## src/hdl/bcf_pkg.sv

```systemverilog
package bcf_pkg;

  // Antenna count limits and table sizes
  localparam logic [5:0] BCF_ANT_MIN = 6'h02;
  localparam logic [5:0] BCF_ANT_MAX = 6'h24;
  localparam int BCF_NSETS = 5;
  localparam int BCF_DS_LEN = 119;
  localparam int BCF_HAD_STEPS = 6;
  localparam logic [6:0] BCF_HAD_MIN = 7'h02;

  // Codebook family
  typedef enum logic {BCF_BOOK_FOURIER, BCF_BOOK_HADAMARD} bcf_book_e;
  typedef enum logic {BCF_IDLE, BCF_RUN} bcf_state_e;

  // Largest antenna count of each Fourier set; N above the last falls in set 4
  localparam logic [5:0] BCF_SET_NMAX [0:3] = '{6'h03, 6'h07, 6'h0f, 6'h1f};
  // Modulus M and table base per set
  localparam logic [6:0] BCF_SET_MOD [0:4] = '{7'h07, 7'h0f, 7'h1f, 7'h3f, 7'h7f};
  localparam logic [6:0] BCF_SET_BASE [0:4] = '{7'h00, 7'h03, 7'h0a, 7'h19, 7'h38};

  // Modulo-M difference sets, all five concatenated, one-based row numbers
  localparam logic [6:0] BCF_DS [0:BCF_DS_LEN-1] = '{
    7'h02, 7'h03, 7'h05,
    7'h01, 7'h06, 7'h08, 7'h0b, 7'h0c, 7'h0e, 7'h0f,
    7'h02, 7'h03, 7'h04, 7'h05, 7'h07, 7'h09, 7'h0d, 7'h10, 7'h11, 7'h12, 7'h18, 7'h19,
    7'h1c, 7'h1e, 7'h1f,
    7'h01, 7'h08, 7'h0a, 7'h0c, 7'h0f, 7'h10, 7'h13, 7'h17, 7'h1a, 7'h1c, 7'h1d, 7'h1f,
    7'h20, 7'h24, 7'h25, 7'h26, 7'h28, 7'h2d, 7'h2e, 7'h30, 7'h32, 7'h33, 7'h34, 7'h37,
    7'h38, 7'h39, 7'h3b, 7'h3c, 7'h3d, 7'h3e, 7'h3f,
    7'h02, 7'h03, 7'h04, 7'h05, 7'h06, 7'h07, 7'h09, 7'h0a, 7'h0b, 7'h0c, 7'h0d, 7'h10,
    7'h11, 7'h12, 7'h13, 7'h15, 7'h17, 7'h18, 7'h19, 7'h1e, 7'h1f, 7'h21, 7'h22, 7'h23,
    7'h25, 7'h28, 7'h29, 7'h2d, 7'h2f, 7'h31, 7'h32, 7'h38, 7'h3a, 7'h3b, 7'h3c, 7'h3d,
    7'h41, 7'h42, 7'h43, 7'h45, 7'h46, 7'h48, 7'h49, 7'h4c, 7'h4f, 7'h51, 7'h54, 7'h59,
    7'h5c, 7'h5d, 7'h5e, 7'h61, 7'h63, 7'h64, 7'h66, 7'h6a, 7'h6e, 7'h6f, 7'h72, 7'h73,
    7'h75, 7'h77, 7'h79
  };

  // Phase in sixteenths of a degree, signed
  localparam int BCF_PH_W = 14;
  localparam logic signed [BCF_PH_W:0] BCF_PH_LO = -15'sh00b4;  // -11.25 deg
  localparam logic signed [BCF_PH_W:0] BCF_PH_HI = 15'sh15cc;   // 348.75 deg, excluded
  localparam logic signed [BCF_PH_W:0] BCF_PH_STEP = 15'sh0168; // 22.5 deg
  localparam int BCF_NQ = 16;
  localparam logic [3:0] BCF_RSV_BITS = 4'h0;

endpackage

```

## src/hdl/bcf_codebook_feedback.sv

```systemverilog
`timescale 1ns/1ps
`default_nettype none

module bcf_codebook_feedback (
  // Clock and reset
  input wire logic core_clk,
  input wire logic rstn,
  // Codebook request
  input wire logic cb_start,
  input wire bcf_pkg::bcf_book_e cb_book,
  input wire logic [5:0] cfg_ant_count,
  // Codebook element stream
  output logic cb_valid,
  output logic [5:0] cb_row,
  output logic [6:0] cb_col,
  output logic [6:0] cb_modulus,
  output logic [6:0] cb_phase,
  output logic cb_neg,
  output logic cb_last,
  output logic cb_busy,
  output logic cfg_err,
  // Estimated weight phases
  input wire logic wt_valid,
  input wire logic signed [13:0] wt_phase,
  // Feedback octets
  output logic fb_valid,
  output logic [7:0] fb_octet,
  output logic [5:0] fb_comp,
  output logic fb_last,
  output logic fb_range_err
);
  import bcf_pkg::*;

  bcf_state_e state, next_state;
  bcf_book_e book, next_book;
  logic [5:0] nant, next_nant;
  logic [2:0] set_idx, next_set_idx;
  logic [6:0] modulus, next_modulus;
  logic [6:0] last_col, next_last_col;
  logic [5:0] row, next_row;
  logic [6:0] col, next_col;
  logic [6:0] acc, next_acc;
  logic next_cb_valid, next_cb_neg, next_cb_last, next_cfg_err;
  logic [5:0] next_cb_row;
  logic [6:0] next_cb_col, next_cb_modulus, next_cb_phase;

  // Set choice by floor(log2 N) and Hadamard size by ceil(log2 N)
  logic [2:0] req_set;
  logic [6:0] req_had;
  always_comb begin
    req_set = 3'(BCF_NSETS - 1);
    for (int i = BCF_NSETS - 2; i >= 0; i--) begin
      if (cfg_ant_count <= BCF_SET_NMAX[i]) begin
        req_set = 3'(i);
      end
    end
    req_had = BCF_HAD_MIN;
    for (int i = 0; i < BCF_HAD_STEPS - 1; i++) begin
      if ({1'b0, cfg_ant_count} > req_had) begin
        req_had = 7'(req_had << 1);
      end
    end
  end

  // Step along a row is (r_n - 1); table read needs no multiplier
  logic [6:0] ds_row;
  logic [6:0] step;
  logic [7:0] acc_sum;
  logic [6:0] acc_wrap;
  logic had_neg;
  always_comb begin
    ds_row = BCF_DS[7'(BCF_SET_BASE[set_idx] + {1'b0, row})];
    step = 7'(ds_row - 7'h01);
    acc_sum = {1'b0, acc} + {1'b0, step};
    acc_wrap = (acc_sum >= {1'b0, modulus}) ? 7'(acc_sum - {1'b0, modulus}) : acc_sum[6:0];
    // Sylvester sign; H(32) kron H(2) gives the same parity rule at size 64
    had_neg = ^({1'b0, row} & col);
  end

  // Codebook walk: rows outer, columns inner
  always_comb begin
    next_state = state;
    next_book = book;
    next_nant = nant;
    next_set_idx = set_idx;
    next_modulus = modulus;
    next_last_col = last_col;
    next_row = row;
    next_col = col;
    next_acc = acc;
    next_cb_valid = 1'b0;
    next_cb_row = cb_row;
    next_cb_col = cb_col;
    next_cb_modulus = cb_modulus;
    next_cb_phase = cb_phase;
    next_cb_neg = cb_neg;
    next_cb_last = 1'b0;
    next_cfg_err = 1'b0;
    unique case (state)
      BCF_IDLE: begin
        if (cb_start) begin
          // Counts outside 2..36 have no table entry and are refused
          if (cfg_ant_count < BCF_ANT_MIN || cfg_ant_count > BCF_ANT_MAX) begin
            next_cfg_err = 1'b1;
          end else begin
            next_state = BCF_RUN;
            next_book = cb_book;
            next_nant = cfg_ant_count;
            next_set_idx = req_set;
            next_modulus = (cb_book == BCF_BOOK_FOURIER) ? BCF_SET_MOD[req_set] : req_had;
            next_last_col = (cb_book == BCF_BOOK_FOURIER) ? 7'(BCF_SET_MOD[req_set] - 7'h01)
                                                          : 7'(req_had - 7'h01);
            next_row = 6'h00;
            next_col = 7'h00;
            next_acc = 7'h00;
          end
        end
      end
      BCF_RUN: begin
        next_cb_valid = 1'b1;
        next_cb_row = row;
        next_cb_col = col;
        next_cb_modulus = modulus;
        next_cb_phase = (book == BCF_BOOK_FOURIER) ? acc : 7'h00;
        next_cb_neg = (book == BCF_BOOK_HADAMARD) ? had_neg : 1'b0;
        if (col == last_col) begin
          next_col = 7'h00;
          next_acc = 7'h00;
          next_row = 6'(row + 6'h01);
          if (row == 6'(nant - 6'h01)) begin
            next_cb_last = 1'b1;
            next_state = BCF_IDLE;
          end
        end else begin
          next_col = 7'(col + 7'h01);
          next_acc = acc_wrap;
        end
      end
    endcase
  end

  always_ff @(posedge core_clk) begin
    if (!rstn) begin
      state <= BCF_IDLE;
      book <= BCF_BOOK_FOURIER;
      nant <= BCF_ANT_MIN;
      set_idx <= 3'h0;
      modulus <= 7'h00;
      last_col <= 7'h00;
      row <= 6'h00;
      col <= 7'h00;
      acc <= 7'h00;
      cb_valid <= 1'b0;
      cb_row <= 6'h00;
      cb_col <= 7'h00;
      cb_modulus <= 7'h00;
      cb_phase <= 7'h00;
      cb_neg <= 1'b0;
      cb_last <= 1'b0;
      cb_busy <= 1'b0;
      cfg_err <= 1'b0;
    end else begin
      state <= next_state;
      book <= next_book;
      nant <= next_nant;
      set_idx <= next_set_idx;
      modulus <= next_modulus;
      last_col <= next_last_col;
      row <= next_row;
      col <= next_col;
      acc <= next_acc;
      cb_valid <= next_cb_valid;
      cb_row <= next_cb_row;
      cb_col <= next_cb_col;
      cb_modulus <= next_cb_modulus;
      cb_phase <= next_cb_phase;
      cb_neg <= next_cb_neg;
      cb_last <= next_cb_last;
      cb_busy <= (next_state == BCF_RUN);
      cfg_err <= next_cfg_err;
    end
  end

  // Quantiser: offset by half a step so a floor gives round-to-nearest
  logic signed [BCF_PH_W:0] ph_off;
  logic [BCF_NQ-1:1] ph_ge;
  // Signed widen first; an unsigned concatenation would turn the compares unsigned
  assign ph_off = (BCF_PH_W + 1)'(wt_phase) - BCF_PH_LO;
  genvar gk;
  generate
    for (gk = 1; gk < BCF_NQ; gk++) begin : g_thr
      assign ph_ge[gk] = (ph_off >= (BCF_PH_STEP * gk));
    end
  endgenerate

  logic [3:0] q_idx;
  logic q_bad;
  logic [5:0] comp, next_comp;
  logic next_fb_valid, next_fb_last, next_fb_err;
  logic [7:0] next_fb_octet;
  logic [5:0] next_fb_comp;
  always_comb begin
    q_idx = 4'h0;
    for (int i = 1; i < BCF_NQ; i++) begin
      q_idx = 4'(q_idx + {3'h0, ph_ge[i]});
    end
    // Out-of-range phase is flagged; index saturates at the ends
    q_bad = (wt_phase < BCF_PH_LO) || (wt_phase >= BCF_PH_HI);
    next_comp = comp;
    next_fb_valid = wt_valid;
    next_fb_octet = fb_octet;
    next_fb_comp = fb_comp;
    next_fb_last = 1'b0;
    next_fb_err = 1'b0;
    if (wt_valid) begin
      next_fb_octet = {BCF_RSV_BITS, q_idx};
      next_fb_comp = comp;
      next_fb_err = q_bad;
      // Components counted upward, wrapping after N for the next vector
      if (comp >= 6'(cfg_ant_count - 6'h01)) begin
        next_fb_last = 1'b1;
        next_comp = 6'h00;
      end else begin
        next_comp = 6'(comp + 6'h01);
      end
    end
  end

  always_ff @(posedge core_clk) begin
    if (!rstn) begin
      comp <= 6'h00;
      fb_valid <= 1'b0;
      fb_octet <= 8'h00;
      fb_comp <= 6'h00;
      fb_last <= 1'b0;
      fb_range_err <= 1'b0;
    end else begin
      comp <= next_comp;
      fb_valid <= next_fb_valid;
      fb_octet <= next_fb_octet;
      fb_comp <= next_fb_comp;
      fb_last <= next_fb_last;
      fb_range_err <= next_fb_err;
    end
  end

endmodule

`default_nettype wire

```

## config.mk

```make
export PLATFORM = sky130hd
export DESIGN_NAME = bcf_codebook_feedback
export DESIGN_NICKNAME = d
export VERILOG_FILES = /design/src/hdl/bcf_pkg.sv /design/src/hdl/bcf_codebook_feedback.sv
export SDC_FILE = /design/constraint.sdc
export NUM_CORES = 1
export LEC_CHECK = 0
export BUFFER_PORTS_ARGS = -buffer_cell sky130_fd_sc_hd__buf_2
export CAP_MARGIN = 20
export CORE_MARGIN = 2
export CORE_UTILIZATION = 28
export DETAILED_ROUTE_END_ITERATION = 8
export SYNTH_ARGS = -nofsm -noshare
export SYNTH_HDL_FRONTEND = slang
export SYNTH_SLANG_ARGS = --single-unit
export TNS_END_PERCENT = 10
```

## constraint.sdc

```tcl
create_clock -name core_clk -period 13.6 [get_ports core_clk]
set_input_delay 2.72 -clock core_clk [delete_from_list [all_inputs] [get_ports core_clk]]
set_output_delay 2.72 -clock core_clk [all_outputs]
set_load 0.01 [all_outputs]
```

==> summary.txt <==
Clock network
  • Hold_buf cts: 0
  • Worst skew pair latency: 0.34 ns
  • Clock Sinks: 94
  • H-tree depth: 3
  • Reg clk slew, reported paths: 0.07 ns
  • Clock root cell: clkbuf_16
  • Resize count post-CTS: 0
  • CTS Buffer Depth: 2
  • Num CTS Buffers: 9
  • CTS tree: done
  • Setup bufs post-CTS: 0

Flow run
  • Max-cap violations: 0

Synth
  • Syn Inst Count: 1,029
  • Share of the synthesized area in the top cell type: 23.4%
  • Most used DFF post-synth: dfxtp_1
  • Synth area leader: dfxtp_1
  • Count of different cell masters after synthesis: 84
  • YS warnings: 0
  • Post-synth EDFFs: 0
  • Top area cells in the synthesized netlist: dfxtp_1, ha_1, a21oi_1
  • Post-Syn Area: 8060 µm²
  • Register area share after synthesis: 23.4%
  • Synth async-reset ratio: 0%
  • Syn Area/Cell: 7.83 µm²
  • Count leader, synth: nor2_1
  • Commonest cells post-synth: nor2_1, a21oi_1, dfxtp_1
  • Post-synthesis register bit count: 94

GRT
  • Grt total ovfl: 0
  • GRT Util Overall: 14.4%
  • Vias in the first global route: 7,111
  • First-pass GRT wire length: 36.3 mm
  • Antenna violations before repair: 0
  • Largest net degree at the start of global routing: 54

Die
  • # rows: 62
  • # IOs: 74
  • Die X: 174 µm
  • Die Height: 174 µm
  • Die Area: 30,100 µm²
  • Core area: 28,500 µm²
  • Initial core utilization: 28.2%

Setup path
  • R2R setup slack: 6.01 ns
  • CP max stage cell: or4_1
  • CP required: 13.89 ns
  • Largest fanout on the critical path: 18
  • Worst Path Arrival: 10.56 ns
  • Type of origin of the critical path: primary input
  • Most frequent CP cell: ha_1
  • Slowest stage delay, CP: 0.55 ns
  • Crit path capture type: flip-flop
  • Crit Reg-Reg Endpoint: acc[1]
  • R2R cell count: 29
  • Worst r2r src: set_idx[0]
  • Crit Path Class: primary input to flip-flop

Cells and area
  • Post-layout instance area: 9000 µm²
  • Final nets: 1,145
  • Final antenna diode count: 0
  • Fill count: 3,058
  • Fin util: 31.5%
  • Share of layout cells above drive strength 1: 12.2%
  • Area added between synthesis and finish: 11.7%

Drt
  • Routed via count: 7,512
  • Residual DRC: 0
  • Pre-antenna DRT Iters: 5
  • DR iter-0 viols: 491
  • Final WL: 21.8 mm
  • Final ANT Viol Nets: 0
  • Vias per cell: 5.21
  • Wire per inst: 15.1 µm

Placement
  • Cell Area, Placed: 8670 µm²
  • RD Place Congestion: 0.829
  • IO buf count: 69
  • HPWL after DPL: 16.2 mm

Timing
  • Final TNS setup: 0 ns
  • Pins Over Slew Limit: 0
  • Crit path time final: 10.27 ns
  • Slew margin rel.: 34.7%
  • Hold_ws: 0.464 ns
  • FMAX: 0.0973 GHz
  • Final count of hold timing violations: 0
  • Worst-Margin Slew: 0.977 ns
  • Final Setup Violations: 0
  • Final cycle utilization of the critical path: 75.5%
  • Clk_skew: 0.0113 ns
  • RSZ-0062 raised after global routing: no

Run status
  • Outcome: completed

Power
  • PwrDens: 118 nW/µm²
  • Peak supply drop: 0.0613 mV
  • Leakage: 0.00371 µW

Worst hold path
  • Worst Min Path Start: cb_phase[4]
  • Hold Path Sink: cb_phase[4]
  • Hold Crit Class: flip-flop to flip-flop
  • Hold Crit Depth: 2
-- metal layers --
metal  global-route usage [%]  up-vias  wire length [µm]  part of all wire (%)
met5                        0        -                 0                     0
met4                     3.68        0               303                   1.4
met3                     1.38       20               758                   3.5
met2                     24.4      172             10500                    48
met1                     19.5     3580             10300                    47
li1                         -     3740                 -                     -
-- state kept, by name, indices dropped and copies added, names as in the netlist, 3 cells and up --
signal      count
acc             7
cb_col          7
cb_modulus      7
cb_phase        7
cb_row          6
col             7
comp            6
fb_comp         6
fb_octet        4
last_col        7
modulus         7
nant            6
row             6
set_idx         3
-- worst max path at each step --
stage                     slack, ns  cells after the start           to              from
after floorplan                3.57                     32  last_col[6]  cfg_ant_count[4]
after global placement         3.21                     29  last_col[6]  cfg_ant_count[4]
after detailed placement       3.02                     28   modulus[2]  cfg_ant_count[4]
after CTS                      3.39                     28   modulus[2]  cfg_ant_count[4]
after global routing           2.60                     28   modulus[2]  cfg_ant_count[4]
final                          3.33                     29  last_col[6]  cfg_ant_count[4]
-- worst max-delay path: cells and delay by family --
kind            cells  cell delay, ns
buf+inv             2            0.34
simple gates        9            2.28
compound gates     12            3.09
fa+ha+maj           6            2.11
-- cell type report --
class	instances	area, µm²	area share [%]
Multi-Input combinational cell	823	5730	63.7
Sequential cell	94	1880	20.9
Tap cell	384	480	5.34
Timing Repair Buffer	76	398	4.42
Clock buffer	10	229	2.54
Inverter	48	180	2.00
Clock inverter	6	97.6	1.08
-- stage by stage --
stage          setup slack, ns  total power (µW)  std cells
6_report                  3.33              1060       1441
2_1_floorplan             3.57               687       1032
3_3_place_gp              3.21               774       1424
3_5_place_dp              3.02               782       1424
5_1_grt                   2.60              1140       1441
4_1_cts                   3.39              1070       1440
-- power by group --
group          total [µW]  switching, µW  internal [µW]
clock network         280            115            165
logic                 470            266            204
registers             309           15.7            293
-- cells by family after synthesis --
kind of cell,Yosys count,synth area share [%]
xor+xnor,67,7.38
fa+ha+maj,69,11.9
mux,44,5.96
compound gates,283,23.7
simple gates,356,22.0
buf+inv,115,5.62
other cells,1,0.0466
flops,94,23.4
-- placed cells by master (no fill, tap or decap), drive strengths merged, types with 12 or more instances in the layout --
cell type	n
xor2	30
o21ai	60
dfxtp	94
nand4	14
nand2	81
nand2b	19
nor3	26
or3	12
a21o	15
and2	12
nor2	100
mux2i	39
fa	13
inv	51
xnor2	37
a31oi	14
nand3	28
a21oi	94
ha	55
a211oi	19
buf	76
and3	13
(Power assumes the default switching activity.)
